<file path="config.mk">
export PLATFORM = sky130hd
export DESIGN_NAME = capsm_top
export DESIGN_NICKNAME = d
export VERILOG_FILES = /design/src/rtl/capsm_pkg.sv /design/src/rtl/capsm_sync.sv /design/src/rtl/capsm_top.sv
export SDC_FILE = /design/constraint.sdc
export NUM_CORES = 1
export LEC_CHECK = 0
export ABC_AREA = 1
export BUFFER_PORTS_ARGS = -buffer_cell sky130_fd_sc_hd__clkbuf_2
export CAP_MARGIN = 20
export CORE_MARGIN = 2
export CORE_UTILIZATION = 25
export CTS_BUF_LIST = sky130_fd_sc_hd__clkbuf_8
export DETAILED_ROUTE_END_ITERATION = 6
export SYNTH_ARGS = -nofsm -noshare
export SYNTH_HDL_FRONTEND = slang
export SYNTH_SLANG_ARGS = --single-unit
</file>
<file path="constraint.sdc">
create_clock -name aclk -period 1.5 [get_ports aclk]
set_input_delay 0.075 -clock aclk [delete_from_list [all_inputs] [get_ports aclk]]
set_output_delay 0.075 -clock aclk [all_outputs]
set_load 0.005 [all_outputs]
</file>
<file path="src/rtl/capsm_pkg.sv">
package capsm_pkg;
  // register byte offsets (sense_control_0 has no printed offset)
  localparam logic [7:0] ADDR_CTRL0   = 8'h00;
  localparam logic [7:0] ADDR_GATE    = 8'h04;
  localparam logic [7:0] ADDR_COUNT   = 8'h08;
  localparam logic [7:0] ADDR_STATUS  = 8'h0c;
  // sense_control_0 fields
  localparam int CTRL0_EN_BIT  = 7;
  localparam int CTRL0_RNG_LSB = 2;
  localparam int CTRL0_DIR_BIT = 1;
  localparam int CTRL0_XCS_BIT = 0;
  localparam logic [7:0] CTRL0_RESET = 8'h00;
  // gate control fields
  localparam int GATE_SRC_LSB = 0;
  localparam int GATE_TM_BIT  = 2;
  localparam int GATE_EN_BIT  = 3;
  localparam int GATE_ON_BIT  = 4;
  localparam int GATE_CLR_BIT = 8;
  localparam logic [1:0] GATE_SRC_WATCHDOG = 2'h3;
  localparam logic [4:0] GATE_RESET   = 5'h00;
  localparam logic [1:0] RESP_OKAY    = 2'h0;
  localparam logic [1:0] RESP_SLVERR  = 2'h2;
endpackage : capsm_pkg

</file>
<file path="src/rtl/capsm_sync.sv">
`timescale 1ns/100ps
// two-flop synchroniser plus rising-edge pulse from the synchronised level
module capsm_sync (
  input  wire logic aclk,     // core clock
  input  wire logic aresetn,  // sync reset, active low
  input  wire logic async_in, // pin level
  output logic      level,    // synchronised level
  output logic      rise      // one-cycle pulse on rising edge
);
  logic meta_q;
  logic lvl_q;
  logic old_q;

  always_ff @(posedge aclk) begin
    if (!aresetn) begin
      meta_q <= 1'b0;
      lvl_q  <= 1'b0;
      old_q  <= 1'b0;
    end else begin
      meta_q <= async_in;
      lvl_q  <= meta_q;
      old_q  <= lvl_q;
    end
  end

  assign level = lvl_q;
  assign rise  = lvl_q & ~old_q;
endmodule : capsm_sync

</file>
<file path="src/rtl/capsm_top.sv">
`timescale 1ns/100ps
module capsm_top
  import capsm_pkg::*;
#(
  parameter int CNT_W = 16,  // gated counter width
  parameter int SCNT_W = 8   // small counter width
) (
  input  wire logic        aclk,          // 40 MHz core clock
  input  wire logic        aresetn,       // sync reset, active low
  input  wire logic [7:0]  s_axi_awaddr,  // write address
  input  wire logic        s_axi_awvalid, // write address valid
  output logic             s_axi_awready, // write address ready
  input  wire logic [31:0] s_axi_wdata,   // write data
  input  wire logic [3:0]  s_axi_wstrb,   // write strobes
  input  wire logic        s_axi_wvalid,  // write data valid
  output logic             s_axi_wready,  // write data ready
  output logic [1:0]       s_axi_bresp,   // write response
  output logic             s_axi_bvalid,  // write response valid
  input  wire logic        s_axi_bready,  // write response ready
  input  wire logic [7:0]  s_axi_araddr,  // read address
  input  wire logic        s_axi_arvalid, // read address valid
  output logic             s_axi_arready, // read address ready
  output logic [31:0]      s_axi_rdata,   // read data
  output logic [1:0]       s_axi_rresp,   // read response
  output logic             s_axi_rvalid,  // read valid
  input  wire logic        s_axi_rready,  // read ready
  input  wire logic        sense_osc_in,  // oscillator output from sense_input_pin
  input  wire logic        ext_clk_pin,   // small counter external clock pin
  input  wire logic        watchdog_overflow, // watchdog_timer overflow level/pulse
  input  wire logic        cpu_sleep,     // core asleep
  output logic             osc_enable,    // oscillator analog enable
  output logic [1:0]       osc_range,     // oscillator current range
  output logic             small_clk_out  // clock routed to small_counter
);
  typedef enum logic [1:0] {GT_IDLE, GT_OPEN, GT_DONE} capsm_gate_e;

  logic [7:0]       ctrl0_q;
  logic [4:0]       gate_q;
  logic [CNT_W-1:0] count_q;
  logic [SCNT_W-1:0] scount_q;
  capsm_gate_e      gst_q;
  logic             osc_lvl, osc_rise, ext_lvl, watchdog_lvl, watchdog_rise;
  logic             wd_gate_ev;
  logic             aw_hold_q, w_hold_q;
  logic [7:0]       awaddr_q;
  logic [31:0]      wdata_q;
  logic [3:0]       wstrb_q;
  logic             wr_go, clr_pulse, gate_open, cnt_en, sens_en;

  capsm_sync u_osc (.aclk(aclk), .aresetn(aresetn), .async_in(sense_osc_in),
                    .level(osc_lvl), .rise(osc_rise));
  capsm_sync u_ext (.aclk(aclk), .aresetn(aresetn), .async_in(ext_clk_pin),
                    .level(ext_lvl), .rise());
  capsm_sync u_watchdog (.aclk(aclk), .aresetn(aresetn), .async_in(watchdog_overflow),
                         .level(watchdog_lvl), .rise(watchdog_rise));

  // axi write: take address and data in either order, answer after both
  assign s_axi_awready = !aw_hold_q && !s_axi_bvalid;
  assign s_axi_wready  = !w_hold_q && !s_axi_bvalid;
  assign wr_go = aw_hold_q && w_hold_q && !s_axi_bvalid;

  always_ff @(posedge aclk) begin
    if (!aresetn) begin
      aw_hold_q <= 1'b0;
      w_hold_q  <= 1'b0;
      awaddr_q  <= 8'h00;
      wdata_q   <= 32'h0000_0000;
      wstrb_q   <= 4'h0;
      s_axi_bvalid <= 1'b0;
      s_axi_bresp  <= RESP_OKAY;
    end else begin
      if (s_axi_awvalid && s_axi_awready) begin
        aw_hold_q <= 1'b1;
        awaddr_q  <= s_axi_awaddr;
      end
      if (s_axi_wvalid && s_axi_wready) begin
        w_hold_q <= 1'b1;
        wdata_q  <= s_axi_wdata;
        wstrb_q  <= s_axi_wstrb;
      end
      if (wr_go) begin
        aw_hold_q    <= 1'b0;
        w_hold_q     <= 1'b0;
        s_axi_bvalid <= 1'b1;
        s_axi_bresp  <= (awaddr_q == ADDR_CTRL0 || awaddr_q == ADDR_GATE) ?
                        RESP_OKAY : RESP_SLVERR;
      end else if (s_axi_bvalid && s_axi_bready) begin
        s_axi_bvalid <= 1'b0;
      end
    end
  end

  // control register; direction bit is live state, never stored from the bus
  always_ff @(posedge aclk) begin
    if (!aresetn) begin
      ctrl0_q <= CTRL0_RESET;
    end else if (wr_go && awaddr_q == ADDR_CTRL0 && wstrb_q[0]) begin
      ctrl0_q[CTRL0_EN_BIT]                  <= wdata_q[CTRL0_EN_BIT];
      ctrl0_q[CTRL0_RNG_LSB+1:CTRL0_RNG_LSB] <= wdata_q[CTRL0_RNG_LSB+1:CTRL0_RNG_LSB];
      ctrl0_q[CTRL0_XCS_BIT]                 <= wdata_q[CTRL0_XCS_BIT];
    end
  end

  always_ff @(posedge aclk) begin
    if (!aresetn) begin
      gate_q <= GATE_RESET;
    end else if (wr_go && awaddr_q == ADDR_GATE && wstrb_q[0]) begin
      gate_q <= wdata_q[4:0];
    end
  end
  assign clr_pulse = wr_go && awaddr_q == ADDR_GATE && wstrb_q[1] && wdata_q[GATE_CLR_BIT];

  assign sens_en = ctrl0_q[CTRL0_EN_BIT];
  // oscillator held on, independent of sleep
  assign osc_enable = sens_en;
  assign osc_range  = sens_en ? ctrl0_q[CTRL0_RNG_LSB+1:CTRL0_RNG_LSB] : 2'h0;

  assign wd_gate_ev = watchdog_rise &&
                      gate_q[GATE_SRC_LSB+1:GATE_SRC_LSB] == GATE_SRC_WATCHDOG;

  // gate toggle state; a source other than watchdog leaves the gate closed
  always_ff @(posedge aclk) begin
    if (!aresetn) begin
      gst_q <= GT_IDLE;
    end else if (!gate_q[GATE_EN_BIT] || !gate_q[GATE_TM_BIT]) begin
      gst_q <= GT_IDLE;
    end else if (clr_pulse) begin
      // an overflow landing on the clear still opens the window: the set wins
      gst_q <= wd_gate_ev ? GT_OPEN : GT_IDLE;
    end else if (wd_gate_ev) begin
      unique case (gst_q)
        GT_IDLE: gst_q <= GT_OPEN;
        GT_OPEN: gst_q <= GT_DONE;
        GT_DONE: gst_q <= GT_DONE;
        default: gst_q <= GT_IDLE;
      endcase
    end
  end

  // window follows the actual overflow timing, however late
  always_comb begin
    if (!gate_q[GATE_EN_BIT]) begin
      gate_open = 1'b1;
    end else if (gate_q[GATE_TM_BIT]) begin
      gate_open = (gst_q == GT_OPEN);
    end else begin
      gate_open = (gate_q[GATE_SRC_LSB+1:GATE_SRC_LSB] == GATE_SRC_WATCHDOG) && watchdog_lvl;
    end
  end
  assign cnt_en = sens_en && gate_q[GATE_ON_BIT] && gate_open && osc_rise;

  always_ff @(posedge aclk) begin
    if (!aresetn) begin
      count_q <= '0;
    end else if (clr_pulse) begin
      count_q <= '0;
    end else if (cnt_en) begin
      count_q <= count_q + 1'b1;
    end
  end

  always_ff @(posedge aclk) begin
    if (!aresetn) begin
      scount_q <= '0;
    end else if (!cpu_sleep && sens_en && ctrl0_q[CTRL0_XCS_BIT] && osc_rise) begin
      scount_q <= scount_q + 1'b1;
    end
  end

  always_ff @(posedge aclk) begin
    if (!aresetn) begin
      small_clk_out <= 1'b0;
    end else begin
      small_clk_out <= ctrl0_q[CTRL0_XCS_BIT] ? (osc_lvl && sens_en) : ext_lvl;
    end
  end

  // axi read, one cycle after address taken
  assign s_axi_arready = !s_axi_rvalid;
  always_ff @(posedge aclk) begin
    if (!aresetn) begin
      s_axi_rvalid <= 1'b0;
      s_axi_rdata  <= 32'h0000_0000;
      s_axi_rresp  <= RESP_OKAY;
    end else if (s_axi_arvalid && s_axi_arready) begin
      s_axi_rvalid <= 1'b1;
      s_axi_rresp  <= RESP_OKAY;
      unique case (s_axi_araddr)
        ADDR_CTRL0:  s_axi_rdata <= {24'h0, ctrl0_q[7], 3'h0, ctrl0_q[3:2],
                                     osc_lvl && sens_en, ctrl0_q[0]};
        ADDR_GATE:   s_axi_rdata <= {27'h0, gate_q};
        ADDR_COUNT:  s_axi_rdata <= {{(32-CNT_W){1'b0}}, count_q};
        ADDR_STATUS: s_axi_rdata <= {22'h0, gst_q, scount_q};
        default: begin
          s_axi_rdata <= 32'h0000_0000;
          s_axi_rresp <= RESP_SLVERR;
        end
      endcase
    end else if (s_axi_rvalid && s_axi_rready) begin
      s_axi_rvalid <= 1'b0;
    end
  end
endmodule : capsm_top

</file>
==> Yosys cells after proc, flatten, opt, wreduce, memory -nomap -nowiden <==
Index checks and enable logic that the tools add are counted.
{ "word_totals": {"register_bits": 103, "out_inout_bits": 45, "elab_cells": 97, "input_bits": 63} }
{ "op_classes": {"n_addsub": 2, "n_mux": 15, "reduce_logical": 44, "n_bitwise": 5, "eq_ne": 7} }
{ "op_table": {"columns": ["cell", "count"], "rows": [
  ["$pmux 16 s4", 1],
  ["$logic_and 1x1->1", 24],
  ["$add 16x1->16 const B", 1],
  ["$eq 8x3->1 const B", 2],
  ["$eq 8x4->1 const B", 2],
  ["$logic_not 8->1", 2],
  ["$mux 2", 5],
  ["$add 8x1->8 const B", 1],
  ["$mux 1", 8],
  ["$reduce_or 2->1", 4],
  ["$logic_not 1->1", 7],
  ["$reduce_bool 2->1", 3],
  ["$eq 2x2->1 const B", 2],
  ["$pmux 2 s2", 1],
  ["$reduce_or 4->1", 1],
  ["$not 1->1", 3],
  ["$and 1x1->1", 2],
  ["$eq 2x1->1 const B", 1],
  ["$logic_not 2->1", 1],
  ["$logic_or 1x1->1", 2]
]} }

==> Longest topological paths before layout <==
Gate-level depths: netlist of run 1.
{ "depth": {"depth_word": 6, "depth_mapped": 9, "mapped_depth_nobuf": 9} }

==> Modules after synthesis <==
Synthesis of run 1 repeated with hierarchy kept, for this count alone.
{ "unflattened": {"hier_cells": 559, "area_unflattened_um2": 3936.3} }
{ "by_module_without_submodules": {"columns": ["module", "area_per_inst_um2", "cells_each", "n_inst", "seq_area_each_um2"], "rows": [
  ["capsm_top", 3658.5, 526, 1, 1501.4],
  ["capsm_sync", 92.6, 11, 3, 60.1]
]} }

==> Worst setup path after synthesis of run 1 <==
OpenSTA, ideal clock, no wires.
{ "synth_path": {"path_type": "reg2reg", "from": "reg count_q[0]", "to": "reg count_q[8]", "t_required_ns": 1.386, "setup_ns": 0.114, "n_path_buf": 0, "t_arrival_ns": 1.259, "stages_incl_launch_ff": 9, "period_less_slack_ns": 1.373, "path_slack_ns": 0.127, "path_cell_list": "dfxtp_1 > ha_1 > nand2_1 > nor2_1 > nand2_1 > nor2_1 > nand3_1 > nand2_1 > a21oi_2"} }
{ "synth_via": {"elab_chain_cells": 1} }
{ "synth_lines": {"columns": ["element", "line_no", "rtl"], "rows": [
  ["start, declared", "capsm_top.sv:39", "logic [CNT_W-1:0] count_q;"],
  ["start signal, assigned", "capsm_top.sv:158", "count_q <= count_q + 1'b1;"],
  ["$add 16x1->16", "capsm_top.sv:158", null]
]} }
Every way passes these cells.
A chain may end at the register's enable or synchronous reset.

==> Final worst setup path of run 1 <==
Ends and elaborated chain as after synthesis.

==> impl_metrics.py, run 1 <==
metrics = {
    "run_status": {
        "status": "completed",
    },
    "global_routing": {
        "overflow": 0,
        "grt_max_degree": 32,
        "grt_pass1_vias": 3335,
        "grt_pass1_wl_mm": 15.6,
        "antenna_found_initial": 0,
        "grt_usage_pct": 11.9,
    },
    "pwr": {
        "p_seq_share_pct": 52.1,
        "p_sw_share_pct": 26.6,
        "fin_total_pwr_w": 0.00445,
        "pwr-share-comb_pct": 9.8,
        "clkPwrFrac_pct": 38.1,
        "vdd_ir_drop_max_mv": 0.445,
        "switching_power_w": 0.00119,
        "powerDensity_nw_per_um2": 900,
        "p_int_w": 0.00327,
        "power_leakage_nw": 2.11,
    },
    "floorplan": {
        "io_pins": 108,
        "core-area_um2": 15100,
        "dieWidth_um": 128,
        "fp-row-count": 45,
        "die_area_um2": 16400,
        "start_util_pct": 25.4,
        "die_y_um": 128,
    },
    "sta": {
        "fin_skew_ns": 0.0197,
        "rsz0062_at_grt": "true",
        "finalSetupViolCount": 0,
        "hold_viol_final": 0,
        "setup_ws_ns": 0.0875,
        "fin_crit_sh_pct": 94.2,
        "finalMaxSlewViolations": 0,
        "fmax_mhz": 708,
        "fin_crit_ns": 1.41,
    },
    "setup_path": {
        "cp.required_ns": 1.75,
        "critPathArrivalTime_ns": 1.66,
        "crit_chain": "ha_2 > nand2_1 > nor2_1 > nand2_1 > nor2_1 > buf_4 > nand3_1 > nand2_1 > a21oi_2",
        "start_kind": "flop",
        "slowest_stage": "dfxtp_1",
        "path_max_fanout": 4,
        "end_kind": "flop",
        "worstSetupPathType": "reg2reg",
        "critPathMostFrequentCell": "nand2_1",
        "cpPeakStageDelay_ns": 0.36,
    },
    "layout": {
        "final_cell_mix": "112 x nand2_1, 80 x nor2_1, 79 x dfxtp_1",
        "nNetsFinal": 714,
        "fin_cells": 840,
        "finish.utilization_pct": 32.8,
        "diodes": 0,
        "drive_gt1_share_pct": 21.5,
        "synthToLayoutAreaGrowth_pct": 28.9,
        "final_common_cell": "nand2_1",
    },
    "synth": {
        "ys_seq_elements": 83,
        "synth_warnings": 0,
        "synth_area_um2": 3840,
        "synth_ff_type": "dfxtp_1",
        "synthCells": 541,
        "synth.area.top_cells": "dfxtp_1 43%, nand2_1 11%, nor2_1 8.1%",
        "yosysSeqAreaShare_pct": 43.3,
        "synth_cell_type_count": 34,
        "avgSynthCellArea_um2": 7.10,
        "synth_top_cell_by_area": "dfxtp_1",
        "synth_edf_count": 0,
        "async_flop_share_pct": 0,
        "yosysTopAreaCellShare_pct": 43.3,
    },
    "route": {
        "ant_nets": 0,
        "drcViolationCount": 0,
        "drt-initial-drc-count": 114,
        "routed_via_density": 4.28,
        "post_drt_wl_per_cell_um": 11.3,
        "num_vias": 3593,
        "wl_mm": 9.46,
        "firstDrtPassIters": 4,
    },
    "min_path": {
        "hold_class": "in2reg",
    },
    "clocking": {
        "cts_tree": "yes",
        "clkTransAtPathRegs_ns": 0.10,
        "cts_root_buf": "clkbuf_8",
        "clkLatencyLatePin_ns": 0.36,
        "cts_made_buffers": 9,
        "cts.sinks": 83,
        "htreeDepth": 3,
        "cts_max_path_buffers": 2,
    },
    "placement": {
        "gp_congestion": 0.835,
        "place_hpwl_mm": 7.09,
        "dp.cells": 800,
        "port_buffers": 62,
        "preCtsSetupSlack_ns": 0.0611,
    },
    "job": {
        "max_cap_viol_count": 0,
    },
}
==> synthesized netlist by cell type (2+ instances only) <==
library cell  count
nand3b_1          3
nand2_1         115
nand3_1          31
a31oi_1           3
buf_4            19
nor3_1            9
clkbuf_1         10
nand4_1           5
o21a_1            2
a21oi_2           2
nor2_4            2
ha_1              4
xor2_1            5
o21ai_0          49
nor2_1           83
inv_1            51
buf_1             2
nor2_2            3
buf_2             3
dfxtp_1          83
nand2_2           2
a21oi_1          42
nand3_2           2
==> kinds of logic after synthesis <==
kind of cell / Yosys count / share of synthesized area, %
simple gates: 261 / 29.9
compound gates: 99 / 13.4
buf+inv: 87 / 10.7
flops: 83 / 43.3
xor+xnor: 6 / 1.37
fa+ha+maj: 4 / 1.30
other cells: 1 / 0.0977
==> worst max-delay path: cells and delay by family (launching register included) <==
kind,cells,cell delay (ns)
DFF,1,0.36
adders and majority gates,1,0.20
buffers and inverters,1,0.15
and+or+nand+nor,6,0.55
AOI/OAI and AO/OA,1,0.05
==> layer usage <==
| metal | vias up | part of all wire [%] | wire length, µm | GRT usage (%) |
|---|---|---|---|---|
| met5 | - | 0 | 0 | 0 |
| met1 | 1585 | 49 | 4600 | 15.2 |
| li1 | 1916 | - | - | - |
| met4 | 0 | 1.4 | 133 | 4.20 |
| met2 | 83 | 46 | 4350 | 19.9 |
| met3 | 9 | 4.0 | 376 | 2.34 |
==> through the flow <==
step	hold WS [ns]	TNS [ns]	area, µm²
after global placement	0.268	0	4480
after CTS	0.00350	0	4870
after floorplan	0.173	0	3900
after global routing	0.00649	-0.00803	4950
after detailed placement	0.272	0	4480
final	0.00585	0	4950
==> final timing paths <==
kind / from / endpoint / slack, ns / depth (start not counted)
worst max register to register: count_q[0] / count_q[8] / 0.09 / 9
worst min-delay path: s_axi_wstrb[0] / wstrb_q[0] / 0.006 / 3
worst max-delay path: count_q[0] / count_q[8] / 0.09 / 9
worst min register to register: u_watchdog.meta_q / u_watchdog.level / 0.42 / 2
==> sequential cells by signal, summed over array words and instances (netlist names), 2 cells and up <==
| register | count |
|---|---|
| wstrb_q | 2 |
| ctrl0_q | 4 |
| wdata_q | 7 |
| awaddr_q | 8 |
| count_q | 16 |
| gst_q | 2 |
| scount_q | 8 |
| gate_q | 5 |
| s_axi_rdata | 16 |
==> timing repair <==
action	in CTS	in global routing
resized for setup	0	18
setup endpoints to repair	0	26
buffers inserted	0	5
hold buffers	19	0
hold endpoints to repair	19	0
==> layout make-up <==
type	instances	area, µm²
Inverter	52	195
Sequential cell	83	1670
Clock buffer	9	124
Timing Repair Buffer	113	778
Tap cell	188	235
Clock inverter	7	80.1
Fill cell	1620	10100
Multi-Input combinational cell	388	1870
==> power groups by stage <==
stage               clock, W  combinational (W)  sequential, W
floorplan                  0           0.000256        0.00237
global placement           0           0.000385        0.00237
detailed placement         0           0.000390        0.00237
CTS                  0.00174           0.000428        0.00232
global route         0.00184           0.000496        0.00233
finish               0.00170           0.000435        0.00232
Power figures use the tool's default switching activity.
==> run 2: changes to the inputs <==
Settings changed: CAP_MARGIN 20 to 30, PLACE_DENSITY set to 0.55.
==> impl_metrics.py, run 2 (synthesis results as in run 1) <==
metrics = {
    "pwr": {
        "vdd_ir_drop_max_mv": 0.404,
        "power_leakage_nw": 2.11,
        "powerDensity_nw_per_um2": 895,
    },
    "layout": {
        "diodes": 0,
        "nNetsFinal": 717,
        "regArea_um2": 1670,
        "final_common_cell": "nand2_1",
        "multi_input_area_um2": 1880,
        "final_cell_mix": "114 x nand2_1, 80 x dfxtp_1, 78 x nor2_1",
        "synthToLayoutAreaGrowth_pct": 29.3,
        "top_regs": "count_q: 16 flops, s_axi_rdata: 16 flops",
        "n_fill_cell": 1660,
        "drive_gt1_share_pct": 21.2,
    },
    "job": {
        "max_cap_viol_count": 0,
    },
    "floorplan": {
        "core-area_um2": 15100,
        "start_util_pct": 25.4,
        "io_pins": 108,
        "fp-row-count": 45,
        "die_area_um2": 16400,
        "dieWidth_um": 128,
        "die_y_um": 128,
    },
    "route": {
        "firstDrtPassIters": 4,
        "num_vias": 3603,
        "ant_nets": 0,
        "drcViolationCount": 0,
        "post_drt_wl_per_cell_um": 11.3,
        "routed_via_density": 4.27,
        "drt-initial-drc-count": 119,
        "wl_mm": 9.55,
    },
    "placement": {
        "preCtsSetupSlack_ns": 0.0759,
        "gp_congestion": 0.825,
        "place_hpwl_mm": 7.18,
        "port_buffers": 62,
    },
    "sta": {
        "setup-tns-final_ns": 0,
        "finalSetupViolCount": 0,
        "fmax_mhz": 721,
        "finalMaxSlewViolations": 0,
        "fin_crit_sh_pct": 92.5,
        "whs_ns": 0.0344,
        "hold_viol_final": 0,
        "rsz0062_at_grt": "true",
        "fin_crit_ns": 1.39,
        "setup_ws_ns": 0.113,
        "fin_skew_ns": 0.0123,
    },
    "clocking": {
        "cts_made_buffers": 9,
        "cts_tree": "yes",
        "htreeDepth": 3,
        "clkLatencyLatePin_ns": 0.37,
        "cts.sinks": 83,
        "clkTransAtPathRegs_ns": 0.09,
        "cts_max_path_buffers": 2,
        "cts_root_buf": "clkbuf_8",
    },
    "global_routing": {
        "grt_pass1_wl_mm": 15.7,
        "grt_usage_pct": 12.1,
        "grt_pass1_vias": 3296,
        "grt_max_degree": 33,
        "overflow": 0,
        "antenna_found_initial": 0,
    },
    "min_path": {
        "hold_class": "in2reg",
        "min_from": "s_axi_rready",
    },
    "run_status": {
        "status": "completed",
    },
    "setup_path": {
        "startpoint": "gst_q[1]",
        "path_max_fanout": 15,
        "critPathArrivalTime_ns": 1.69,
        "worstSetupPathType": "reg2reg",
        "cp.required_ns": 1.80,
        "cpPeakStageDelay_ns": 0.32,
        "reg2reg_from": "gst_q[1]",
        "crit_chain": "inv_1 > ha_1 > nand3b_1 > nand2_2 > nor2_4 > buf_12 > nand3_1 > nand2_1 > a21oi_2",
        "r2r_slack_ns": 0.11,
        "slowest_stage": "dfxtp_1",
        "end_kind": "flop",
        "start_kind": "flop",
    },
}
run 2: worst paths after layout:
path                            cells past startpoint      endpoint
worst max register to register                      9    count_q[8]
worst min-delay path                                3  s_axi_rvalid
worst max-delay path                                9    count_q[8]
worst min register to register                      2   u_ext.level
run 2: cell type report:
cell class	instances	area share [%]
Timing Repair Buffer	116	15.7
Tap cell	188	4.74
Sequential cell	83	33.6
Clock buffer	10	2.77
Inverter	52	3.93
Clock inverter	6	1.44
Multi-Input combinational cell	388	37.8
run 2: critical path, delay by kind of cell (launching register included):
kind	cells	cell delay (ns)
and+or+nand+nor	5	0.54
DFF	1	0.32
buffers and inverters	2	0.18
adders and majority gates	1	0.17
AOI/OAI and AO/OA	1	0.11
run 2: what timing repair did:
item | 4_1_cts | 5_1_grt
hold buffers | 21 | 0
buffers inserted | 0 | 5
setup endpoints to repair | 0 | 25
gates resized for setup | 0 | 18
endpoints found under the hold margin | 21 | 0
run 2: power breakdown:
group / internal, W / total [W] / switching [W]
logic: 0.000185 / 0.000429 / 0.000243
clock network: 0.000829 / 0.00170 / 0.000868
registers: 0.00228 / 0.00232 / 0.0000381
total: 0.00329 / 0.00444 / 0.00115
run 2: layer usage:
layer	vias up	global-route usage (%)	wire length, µm
met4	0	4.72	140
li1	1924	-	-
met1	1598	15.9	4710
met2	72	19.6	4350
met3	9	2.63	347
met5	-	0	0
run 2: stage by stage:
stage,util [%],cells,power [W],area [µm²]
5_1_grt,32.9,843,0.00466,4960
6_report,32.9,843,0.00444,4960
2_1_floorplan,-,558,0.00262,3900
3_3_place_gp,29.5,801,0.00275,4460
3_5_place_dp,29.5,801,0.00276,4460
4_1_cts,32.3,838,0.00450,4880
